$ cat src/cgsbo_pkg.sv
// package: constants, state and carrier types of the can global status block
package cgsbo_pkg;

   // ---------------------------------------------------------------
   // register map (byte addresses)
   // ---------------------------------------------------------------
   localparam logic [7:0] OFF_STATUS   = 8'h00;
   localparam logic [7:0] OFF_EWL      = 8'h04;
   localparam logic [7:0] OFF_CTRL     = 8'h08;
   localparam int         CTRL_SRM_BIT = 0;

   // ---------------------------------------------------------------
   // reset values and counter limits
   // ---------------------------------------------------------------
   localparam logic [7:0] EWL_RESET    = 8'h60;
   localparam logic [7:0] TEC_BUSOFF   = 8'h7F;
   localparam logic [7:0] MAX_ERR      = 8'hFF;
   localparam logic [7:0] REC_PASSIVE  = 8'h7F;
   localparam logic [8:0] TX_ERR_STEP  = 9'h008;
   localparam logic [8:0] RX_ERR_STEP8 = 9'h008;
   localparam logic [8:0] RX_ERR_STEP1 = 9'h001;
   localparam logic [3:0] BUS_FREE_LAST = 4'hA;
   localparam logic [7:0] RECOVER_LAST = 8'h7F;
   localparam int         NUM_TXBUF    = 3;

   // ---------------------------------------------------------------
   // types
   // ---------------------------------------------------------------
   typedef enum logic [1:0] {
      ST_ACTIVE   = 2'b00,
      ST_BUSOFF   = 2'b01,
      ST_RECOVER  = 2'b11,
      ST_WAIT_ONE = 2'b10
   } cgsbo_mode_t;

   typedef struct packed {
      logic tx_busy;
      logic rx_busy;
      logic bit_tick;
      logic bit_recessive;
      logic tx_ok;
      logic tx_err;
      logic rx_ok;
      logic rx_err;
      logic rx_err8;
   } cgsbo_evt_t;

   typedef struct packed {
      logic [NUM_TXBUF-1:0] req;
      logic [NUM_TXBUF-1:0] done;
      logic [NUM_TXBUF-1:0] abort;
   } cgsbo_txq_t;

   typedef struct packed {
      logic msg_valid;
      logic release_rx_buffer_cmd;
      logic clr_overrun;
   } cgsbo_rx_t;

   typedef struct packed {
      cgsbo_mode_t          mode;
      logic [7:0]           tec;
      logic [7:0]           rec;
      logic [7:0]           ewl;
      logic                 srm;
      logic                 bus_off;
      logic                 err_flag;
      logic                 tx_all_done_flag;
      logic [NUM_TXBUF-1:0] tx_pend;
      logic [1:0]           rx_cnt;
      logic                 overrun;
      logic                 idle_wait;
      logic [3:0]           rb_cnt;
      logic [7:0]           rcv_cnt;
      logic [31:0]          prdata;
      logic                 pready;
      logic                 pslverr;
      logic                 warn_evt;
   } cgsbo_state_t;

endpackage

$ cat src/cgsbo_top.sv
// module: can global status, error confinement and bus-off recovery
`timescale 1ns/1ps
// Functional notes
// - error flag bit 6 set when either counter reaches warning limit; warn event
// - transmit status bit 5 is 1 while sending or in soft reset
// - receive status bit 4 is 1 while receiving or in soft reset
// - bit 3 is set when the last pending transmission succeeds and no pending buffer is aborted in that cycle
// - bit 2 is 1 when no transmit buffer holds an unsent message
// - bit 1 is set when a message is lost to a full buffer
// - bit 0 is 1 while a message is buffered; cleared by release when empty
// - tx counter beyond 255 sets bus-off and soft reset mode; warn event
// - bus-off entry loads tx counter with 127 and clears rx counter
// - bus-off holds until software clears soft reset mode or writes tx counter 0..254
// - recovery waits 128 bus-free events, decrementing tx counter on each but the last, which clears it
// - recovery end clears bus-off, error flag, both counters; warn event
// - tx counter reads show the live recovery countdown
// - tx and rx errors and successes move counters per confinement rules
// - warning limit resets to 96
// - both status bits 0 means idle, both 1 means waiting for idle
// - idle needs 11 recessive bits; after bus-off 128 such sequences
// - any transmit request outside soft reset clears bit 3 until all are sent
// - message arriving with no free buffer is dropped, overrun on valid
// - dropped message that fails gives no overrun
// - counters sit in bits 31:24 and 23:16; writable only in soft reset
// - tx counter write 0..254 during bus-off clears it; one bus-free wait
// - bit 7 is bus-off flag
module cgsbo_top
   import cgsbo_pkg::*;
(
   input  wire logic        pclk,
   input  wire logic        presetn,
   input  wire logic        psel,
   input  wire logic        penable,
   input  wire logic        pwrite,
   input  wire logic [7:0]  paddr,
   input  wire logic [31:0] pwdata,
   output logic      [31:0] prdata,
   output logic             pready,
   output logic             pslverr,
   input  wire cgsbo_evt_t  evt,
   input  wire cgsbo_txq_t  txq,
   input  wire cgsbo_rx_t   rxi,
   output logic             soft_reset_mode,
   output logic             bus_off,
   output logic             err_warn_event
);

   // ---------------------------------------------------------------
   // state and decode
   // ---------------------------------------------------------------
   cgsbo_state_t s_q;
   cgsbo_state_t s_d;
   logic         bus_free;
   logic         wr_acc;
   logic         addr_hit;
   logic [31:0]  status_w;
   logic [8:0]   tec_up;
   logic         ts_w;
   logic         rs_w;
   logic [1:0]   rx_cnt_w;

   // eleven recessive bits in a row make one bus-free event
   assign bus_free = evt.bit_tick & evt.bit_recessive
                   & (s_q.rb_cnt == BUS_FREE_LAST);
   assign wr_acc   = psel & penable & pwrite & s_q.pready;
   assign addr_hit = (paddr == OFF_STATUS) | (paddr == OFF_EWL)
                   | (paddr == OFF_CTRL);
   assign tec_up   = {1'b0, s_q.tec} + TX_ERR_STEP;

   // both status bits high while soft reset or waiting for idle
   assign ts_w = s_q.srm | s_q.idle_wait | (s_q.mode != ST_ACTIVE)
               | evt.tx_busy;
   assign rs_w = s_q.srm | s_q.idle_wait | (s_q.mode != ST_ACTIVE)
               | evt.rx_busy;

   assign status_w = {s_q.tec, s_q.rec, 8'h00,
                      s_q.bus_off,
                      s_q.err_flag,
                      ts_w, rs_w,
                      s_q.tx_all_done_flag,
                      (s_q.tx_pend == '0),
                      s_q.overrun,
                      (s_q.rx_cnt != 2'h0)};

   // ---------------------------------------------------------------
   // next state
   // ---------------------------------------------------------------
   always_comb begin
      s_d      = s_q;
      rx_cnt_w = s_q.rx_cnt;

      // apb: setup cycle prepares answer, access cycle completes
      s_d.pready  = 1'b0;
      s_d.pslverr = 1'b0;
      if (psel && !penable && !s_q.pready) begin
         s_d.pready  = 1'b1;
         s_d.pslverr = ~addr_hit;
         case (paddr)
            OFF_STATUS: s_d.prdata = status_w;
            OFF_EWL:    s_d.prdata = {24'h000000, s_q.ewl};
            OFF_CTRL:   s_d.prdata = {31'h00000000, s_q.srm};
            default:    s_d.prdata = 32'h00000000;
         endcase
      end
      if (wr_acc) begin
         case (paddr)
            OFF_EWL:  s_d.ewl = pwdata[7:0];
            OFF_CTRL: s_d.srm = pwdata[CTRL_SRM_BIT];
            OFF_STATUS: begin
               // low status byte is read only
               if (s_q.srm) begin
                  s_d.tec = pwdata[31:24];
                  if (!s_q.bus_off) begin
                     s_d.rec = pwdata[23:16];
                  end
                  if (s_q.bus_off && pwdata[31:24] != MAX_ERR) begin
                     s_d.bus_off = 1'b0;
                     s_d.mode    = ST_WAIT_ONE;
                  end
               end
            end
            default: s_d.ewl = s_q.ewl;
         endcase
      end

      // recessive bit run counter
      if (evt.bit_tick) begin
         if (!evt.bit_recessive || bus_free) begin
            s_d.rb_cnt = 4'h0;
         end else begin
            s_d.rb_cnt = s_q.rb_cnt + 4'h1;
         end
      end

      // transmit queue and receive buffer
      if (s_q.srm) begin
         s_d.tx_pend = '0;
         s_d.rx_cnt  = 2'h0;
         s_d.overrun = 1'b0;
      end else begin
         s_d.tx_pend = (s_q.tx_pend & ~txq.done & ~txq.abort) | txq.req;
         if (|txq.req) begin
            s_d.tx_all_done_flag = 1'b0;
         end else if (s_d.tx_pend == '0 && |(txq.done & s_q.tx_pend)
                      && !(|(txq.abort & s_q.tx_pend))) begin
            s_d.tx_all_done_flag = 1'b1;
         end
         if (rxi.release_rx_buffer_cmd && rx_cnt_w != 2'h0) begin
            rx_cnt_w = rx_cnt_w - 2'h1;
         end
         // only a completed message strobes msg_valid
         if (rxi.msg_valid) begin
            if (s_q.rx_cnt == 2'h2) begin
               s_d.overrun = 1'b1;
            end else begin
               rx_cnt_w = rx_cnt_w + 2'h1;
            end
         end else if (rxi.clr_overrun) begin
            s_d.overrun = 1'b0;
         end
         s_d.rx_cnt = rx_cnt_w;
      end

      // error confinement and bus-off sequence
      case (s_q.mode)
         ST_ACTIVE: begin
            if (bus_free) begin
               s_d.idle_wait = 1'b0;
            end
            if (!s_q.srm) begin
               if (evt.tx_err && tec_up > {1'b0, MAX_ERR}) begin
                  s_d.mode      = ST_BUSOFF;
                  s_d.bus_off   = 1'b1;
                  s_d.srm       = 1'b1;
                  s_d.tec       = TEC_BUSOFF;
                  s_d.rec       = 8'h00;
                  s_d.idle_wait = 1'b1;
               end else begin
                  if (evt.tx_err) begin
                     s_d.tec = tec_up[7:0];
                  end else if (evt.tx_ok && s_q.tec != 8'h00) begin
                     s_d.tec = s_q.tec - 8'h01;
                  end
                  if (evt.rx_err8) begin
                     s_d.rec = ({1'b0, s_q.rec} + RX_ERR_STEP8 > 9'h0FF)
                             ? MAX_ERR : s_q.rec + RX_ERR_STEP8[7:0];
                  end else if (evt.rx_err) begin
                     s_d.rec = ({1'b0, s_q.rec} + RX_ERR_STEP1 > 9'h0FF)
                             ? MAX_ERR : s_q.rec + RX_ERR_STEP1[7:0];
                  end else if (evt.rx_ok) begin
                     if (s_q.rec > REC_PASSIVE) begin
                        s_d.rec = REC_PASSIVE;
                     end else if (s_q.rec != 8'h00) begin
                        s_d.rec = s_q.rec - 8'h01;
                     end
                  end
               end
            end
         end
         ST_BUSOFF: begin
            // held until software leaves soft reset or writes tx counter 0..254
            if (!s_q.srm) begin
               s_d.mode      = ST_RECOVER;
               s_d.rcv_cnt   = 8'h00;
               s_d.idle_wait = 1'b1;
            end
         end
         ST_RECOVER: begin
            if (bus_free) begin
               if (s_q.rcv_cnt == RECOVER_LAST) begin
                  s_d.mode      = ST_ACTIVE;
                  s_d.bus_off   = 1'b0;
                  s_d.err_flag  = 1'b0;
                  s_d.tec       = 8'h00;
                  s_d.rec       = 8'h00;
                  s_d.idle_wait = 1'b0;
               end else begin
                  s_d.rcv_cnt = s_q.rcv_cnt + 8'h01;
                  if (s_q.tec != 8'h00) begin
                     s_d.tec = s_q.tec - 8'h01;
                  end
               end
            end
         end
         ST_WAIT_ONE: begin
            if (!s_q.srm && bus_free) begin
               s_d.mode      = ST_ACTIVE;
               s_d.idle_wait = 1'b0;
            end
         end
         default: s_d.mode = ST_ACTIVE;
      endcase

      // warning flag follows counters outside recovery
      if (s_q.mode != ST_RECOVER) begin
         s_d.err_flag = (s_d.tec >= s_d.ewl) | (s_d.rec >= s_d.ewl);
      end
      s_d.warn_evt = (s_d.err_flag != s_q.err_flag)
                   | (s_d.bus_off != s_q.bus_off);
   end

   // ---------------------------------------------------------------
   // state register
   // ---------------------------------------------------------------
   always_ff @(posedge pclk or negedge presetn) begin
      if (!presetn) begin
         s_q           <= '0;
         s_q.mode      <= ST_ACTIVE;
         s_q.ewl       <= EWL_RESET;
         s_q.tx_all_done_flag       <= 1'b1;
         s_q.idle_wait <= 1'b1;
      end else begin
         s_q <= s_d;
      end
   end

   assign prdata          = s_q.prdata;
   assign pready          = s_q.pready;
   assign pslverr         = s_q.pslverr;
   assign soft_reset_mode = s_q.srm;
   assign bus_off         = s_q.bus_off;
   assign err_warn_event  = s_q.warn_evt;
endmodule // cgsbo_top

$ cat config.mk
export PLATFORM = sky130hd
export DESIGN_NAME = cgsbo_top
export DESIGN_NICKNAME = d
export VERILOG_FILES = /design/src/cgsbo_pkg.sv /design/src/cgsbo_top.sv
export SDC_FILE = /design/constraint.sdc
export NUM_CORES = 1
export LEC_CHECK = 0
export ABC_CLOCK_PERIOD_IN_PS = 4100
export BUFFER_PORTS_ARGS = -buffer_cell sky130_fd_sc_hd__buf_2
export CAP_MARGIN = 20
export CORE_AREA = 4 4 107 109
export DETAILED_ROUTE_END_ITERATION = 10
export DIE_AREA = 0 0 111 113
export HOLD_SLACK_MARGIN = 0.1
export PLACE_DENSITY = 0.86
export SETUP_SLACK_MARGIN = 0.4
export SYNTH_ARGS = -nofsm -noshare
export SYNTH_HDL_FRONTEND = slang
export SYNTH_SLANG_ARGS = --single-unit
$ cat constraint.sdc
create_clock -name pclk -period 4.1 [get_ports pclk]
set_input_delay 0.205 -clock pclk [delete_from_list [all_inputs] [get_ports pclk]]
set_output_delay 0.205 -clock pclk [all_outputs]
set_load 0.1 [all_outputs]
[Yosys cells after proc, flatten, opt, wreduce, memory -nomap -nowiden]
Index checks and enable logic that the tools add are counted.
Cells by class
  add/sub/neg operators: 11
  $lt $le $gt $ge: 6
  equality and inequality tests: 18
  multiplexer cells: 64
  bitwise gates (word level): 22
  reductions and logical operators: 33
Operator list (count)
  8-bit 2-to-1 mux: 17
  32-bit case mux with 3 select lines: 1
  18-bit 2-to-1 mux: 4
  16-bit case mux with 2 select lines: 1
  2-bit 2-to-1 mux: 14
  28-bit 2-to-1 mux: 1
  9-bit by 8-bit greater-than comparator with 1-bit output, second input constant: 3
  1-bit 2-to-1 mux: 19
  8-bit by 4-bit adder with 9-bit output, second input constant: 2
  8-bit by 1-bit adder with 8-bit output, second input constant: 2
  8-bit >= comparator: 2
  16-bit 2-to-1 mux: 1
  8-bit case mux with 2 select lines: 1
  8-bit nonzero test: 2
  8-bit by 1-bit subtractor with 8-bit output, second input constant: 2
  3-bit bitwise AND: 4
  2-bit inequality test, second input constant: 6
  8-bit by 1-bit adder with 9-bit output, second input constant: 1
  1-bit logical AND: 9
  3-bit OR reduction: 3
  8-bit by 4-bit adder with 8-bit output, second input constant: 1
  8-bit by 3-bit equality test with 1-bit output, second input constant: 1
  8-bit by 4-bit equality test with 1-bit output, second input constant: 1
  8-bit by 7-bit equality test with 1-bit output, second input constant: 1
  29 further kinds: 55
Word-level totals
  register bits: 84
  output and inout bits: 37
  logic and storage cells: 172

[Logic depth before layout (Yosys ltp)]
  depth in word-level cells: 19
  mapped depth: 17

[Least setup slack after synthesis]
OpenSTA, ideal clock, no wires.
  path type: register -> register
  start point: register s_q, in the netlist pready
  end point: register s_q[55] (netlist name)
  setup time: 118 ps
  data arrival time: 3603 ps
  data required time: 3982 ps
  setup slack: 379 ps
  stages on the path, launching flop included: 13
  path buffers: 1
  clock period less this slack: 3721 ps
  cells stage by stage: dfrtp_1 and4_1 nand4_1 buf_2 mux2i_1 o22ai_1 or2_2 ha_1 a21o_1 a21o_1 a2111oi_0 a31oi_1 a21o_1
RTL lines
  from (decl): RTL line cgsbo_top.sv:51  | cgsbo_state_t s_q;

==> reports/qor.yml <==
dieArea_um2: 12540
slew_headroom_pct: 28.98
slowest_delay_ns: 0.52
vias: 5402
synth_area_leaders: "dfrtp_1 32%, ha_1 8.5%, mux2i_1 5.3%, buf_4 4.2%, o21ai_0 3.4%"
max_freq_mhz: 279.5
synth_top_area_cell: "dfrtp_1"
busiest_layer: "met2"
n_antenna_cell: 0
path_delay_family: "compound AO/OA/AOI/OAI gates"
use_met1_pct: 33.83
fin_worst_skew_ns: 0.01159
startpoint: "s_q[74]"
cts_buffers: 9
post_drt_wl_per_cell_um: 19.19
tightest_slew_ns: 1.063
cts-htree-levels: 3
fp-row-count: 38
use_met3_pct: 5.080
wl_um: 16520
synth_area_um2: 5714
path_clk_slew_ns: 0.09
io_pins: 103
cts_tree: "yes"
grt_pass1_vias: 5247
vias_per_cell: 6.274
synth_cell_types: 75
clk_path_buf_depth: 2
dpl.hpwl_um: 11960
layout.cells.non_filler: 861
grt_max_degree: 77
clock_latency_ns: 0.37
synth_top_area_share_pct: 31.53
postSynthAreaPerCell_um2: 8.971
path_common_cell: "ha_1"
status: "complete, no violations"
yosysSeqAreaShare_pct: 33.37
hp-start: "pwdata[0]"
finalHoldViolations: 0
cp_num_buf_inv: 1
irDropWorstVdd_mv: 0.2586
dpl.cell_count: 835
num-fill-cells: 831
die_h_um: 113
tns_ns: 0
ys_ff_latch: 76
yosysMostFrequentCell: "dfrtp_1"
syn-instance-count: 637
port_buffers: 86
core_area_um2: 10600
nets: 821
die_x_um: 111
cts-root-buf: "clkbuf_8"
cp_slowest_cell: "or4b_4"
gp_congestion: 0.9837
path_class: "flip-flop to flip-flop"
synth_ff_type: "dfrtp_1"
worst_ep_arrival_time_ns: 3.83
yosys_warnings: 0
path_cells: "inv_1 > ha_1 > or4b_4 > o21a_1 > o41a_1 > o21ai_0 > a221oi_1 > o21ai_1 > ha_1 > nand2b_1 > a21oi_1 > nor2b_1 > o31ai_2 > a31oi_1 > a21o_1"
yosys-top-cells-count: "72 x dfrtp_1, 49 x nor2_1, 39 x ha_1, 39 x o21ai_0, 38 x nand2_1"
finalCriticalPeriod_ns: 3.578
initial_utilization_pct: 53.89
grt_overflow: 0
rsz0062_at_grt: "false"
min_path_type: "primary input to flip-flop"
ys_async_sr_fraction_pct: 100.0
powerDensity_nw_per_um2: 368.5
drv_cap: 0
drtAntennaViolNets: 0
drc: 0
fin_total_pwr_mw: 2.446
grt_pass1_wl_um: 26500
met2_usage_pct: 43.00
worstPathRequired_ns: 4.36
drive_gt1_share_pct: 24.69
fin_crit_sh_pct: 87.26
synth-edff-count: 0
regToRegStartpoint: "s_q[74]"
grt_usage_pct: 26.22
path_max_fanout: 4
drtIter0Drc: 541
antenna_found_initial: 0
setup_viol: 0
area_growth_pct: 16.18
cts_sinks: 76
slew_violations: 0
p_leak_nw: 3.246
start_kind: "flip-flop"
drt_pass1_iterations: 6
critPathCaptureType: "flip-flop"
-- logic make-up (layout without fill, tap and decap cells) --
| group | after synthesis | after routing | synth area share, % |
|---|---|---|---|
| adders and majority gates | 39 | 39 | 8.540 |
| buffers and inverters | 98 | 175 | 9.021 |
| and+or+nand+nor | 186 | 186 | 17.41 |
| AOI/OAI and AO/OA | 184 | 184 | 22.68 |
| DFF | 76 | 76 | 33.37 |
| other | 1 | 8 | 0.06563 |
| muxes | 33 | 33 | 5.846 |
| xor gates and xnor gates | 20 | 20 | 3.066 |
-- final timing paths --
| kind | to | slack, ns | cells after the start |
|---|---|---|---|
| min in group asynchronous | s_q[46] | 0.50 | 2 |
| max | s_q[55] | 0.52 | 15 |
| min | soft_reset_mode | 0.11 | 3 |
| max reg2reg | s_q[55] | 0.52 | 15 |
| min reg2reg | prdata[2] | 0.48 | 2 |
| max in group asynchronous | s_q[78] | 2.88 | 2 |
-- flip-flops by register name (all words and copies together), names as in the netlist --
register         count
s_q                 47
prdata              24
bus_off              1
err_warn_event       1
pready               1
pslverr              1
soft_reset_mode      1
-- metal layers --
| metal | share of wire [%] | wire length [um] |
|---|---|---|
| met5 | 0 | 0 |
| met2 | 48 | 8003 |
| met4 | 3.2 | 532 |
| met3 | 8.0 | 1321 |
| met1 | 40 | 6665 |
-- layout by cell type, fill, tap and decap left out, types with 4 or more instances in the layout --
cell type / Yosys / layout
a21o_1: 5 / 5
a21oi_1: 26 / 26
a221oi_1: 5 / 5
a22o_1: 16 / 16
a22oi_1: 5 / 5
a31oi_1: 9 / 8
and3_1: 7 / 7
buf_2: 10 / 85
buf_4: 32 / 38
clkbuf_8: 0 / 9
conb_1: 1 / 8
dfrtp_1: 72 / 67
dfrtp_2: 0 / 5
dfstp_2: 4 / 4
dlygate4sd3_1: 0 / 4
ha_1: 39 / 38
inv_1: 31 / 30
mux2i_1: 30 / 30
nand2_1: 38 / 38
nand2b_1: 10 / 10
nand3_1: 7 / 6
nand3b_1: 7 / 7
nand4_1: 15 / 15
nor2_1: 49 / 49
nor2b_1: 7 / 7
nor3_1: 14 / 11
nor3_2: 1 / 4
nor3b_1: 8 / 8
o211ai_1: 4 / 4
o21a_1: 6 / 6
o21ai_0: 39 / 37
o221ai_1: 4 / 4
o22ai_1: 11 / 11
o31ai_1: 12 / 11
xnor2_1: 8 / 8
xor2_1: 12 / 12
-- layout make-up --
type                    count  area [um2]  share of cell area [%]
flip-flops and latches     76        1913                   28.82
clock inverters             7       97.59                   1.470
multi-input cells         470        3456                   52.05
inverters                  32       122.6                   1.847
clock buffers               9       123.9                   1.866
repair buffers            127       750.7                   11.31
well taps                 140       175.2                   2.639
-- power by group --
part / switching [mW] / leakage, nW / internal (mW)
sequential: 0.0671 / 0.996 / 0.813
clock: 0.311 / 0.106 / 0.346
combinational: 0.538 / 2.14 / 0.371
-- per-stage QoR --
step                area, um2  utilization (%)  hold WS (ns)  setup WS [ns]
CTS                      6485            61.16        0.1019         0.4179
global placement         6187            58.36        0.4111         0.3315
finish                   6639            62.62        0.1106         0.5225
global route             6639            62.62        0.1183         0.3924
detailed placement       6187            58.36        0.4159         0.2157
floorplan                5742                -      -0.09059         0.4610
-- repair_timing --
action | in CTS | in global routing
endpoints found under the setup margin | 2 | 2
hold buffers | 4 | 0
pin swaps | 1 | 6
setup buffers | 2 | 4
resized for setup | 5 | 26
endpoints found under the hold margin | 75 | 0
-- tightest hold or removal path, delay by kind of cell --
family                 cells  cell delay (ns)
muxes                      1             0.07
AOI/OAI and AO/OA          1             0.07
buffers and inverters      1             0.10
(Power assumes the default switching activity.)
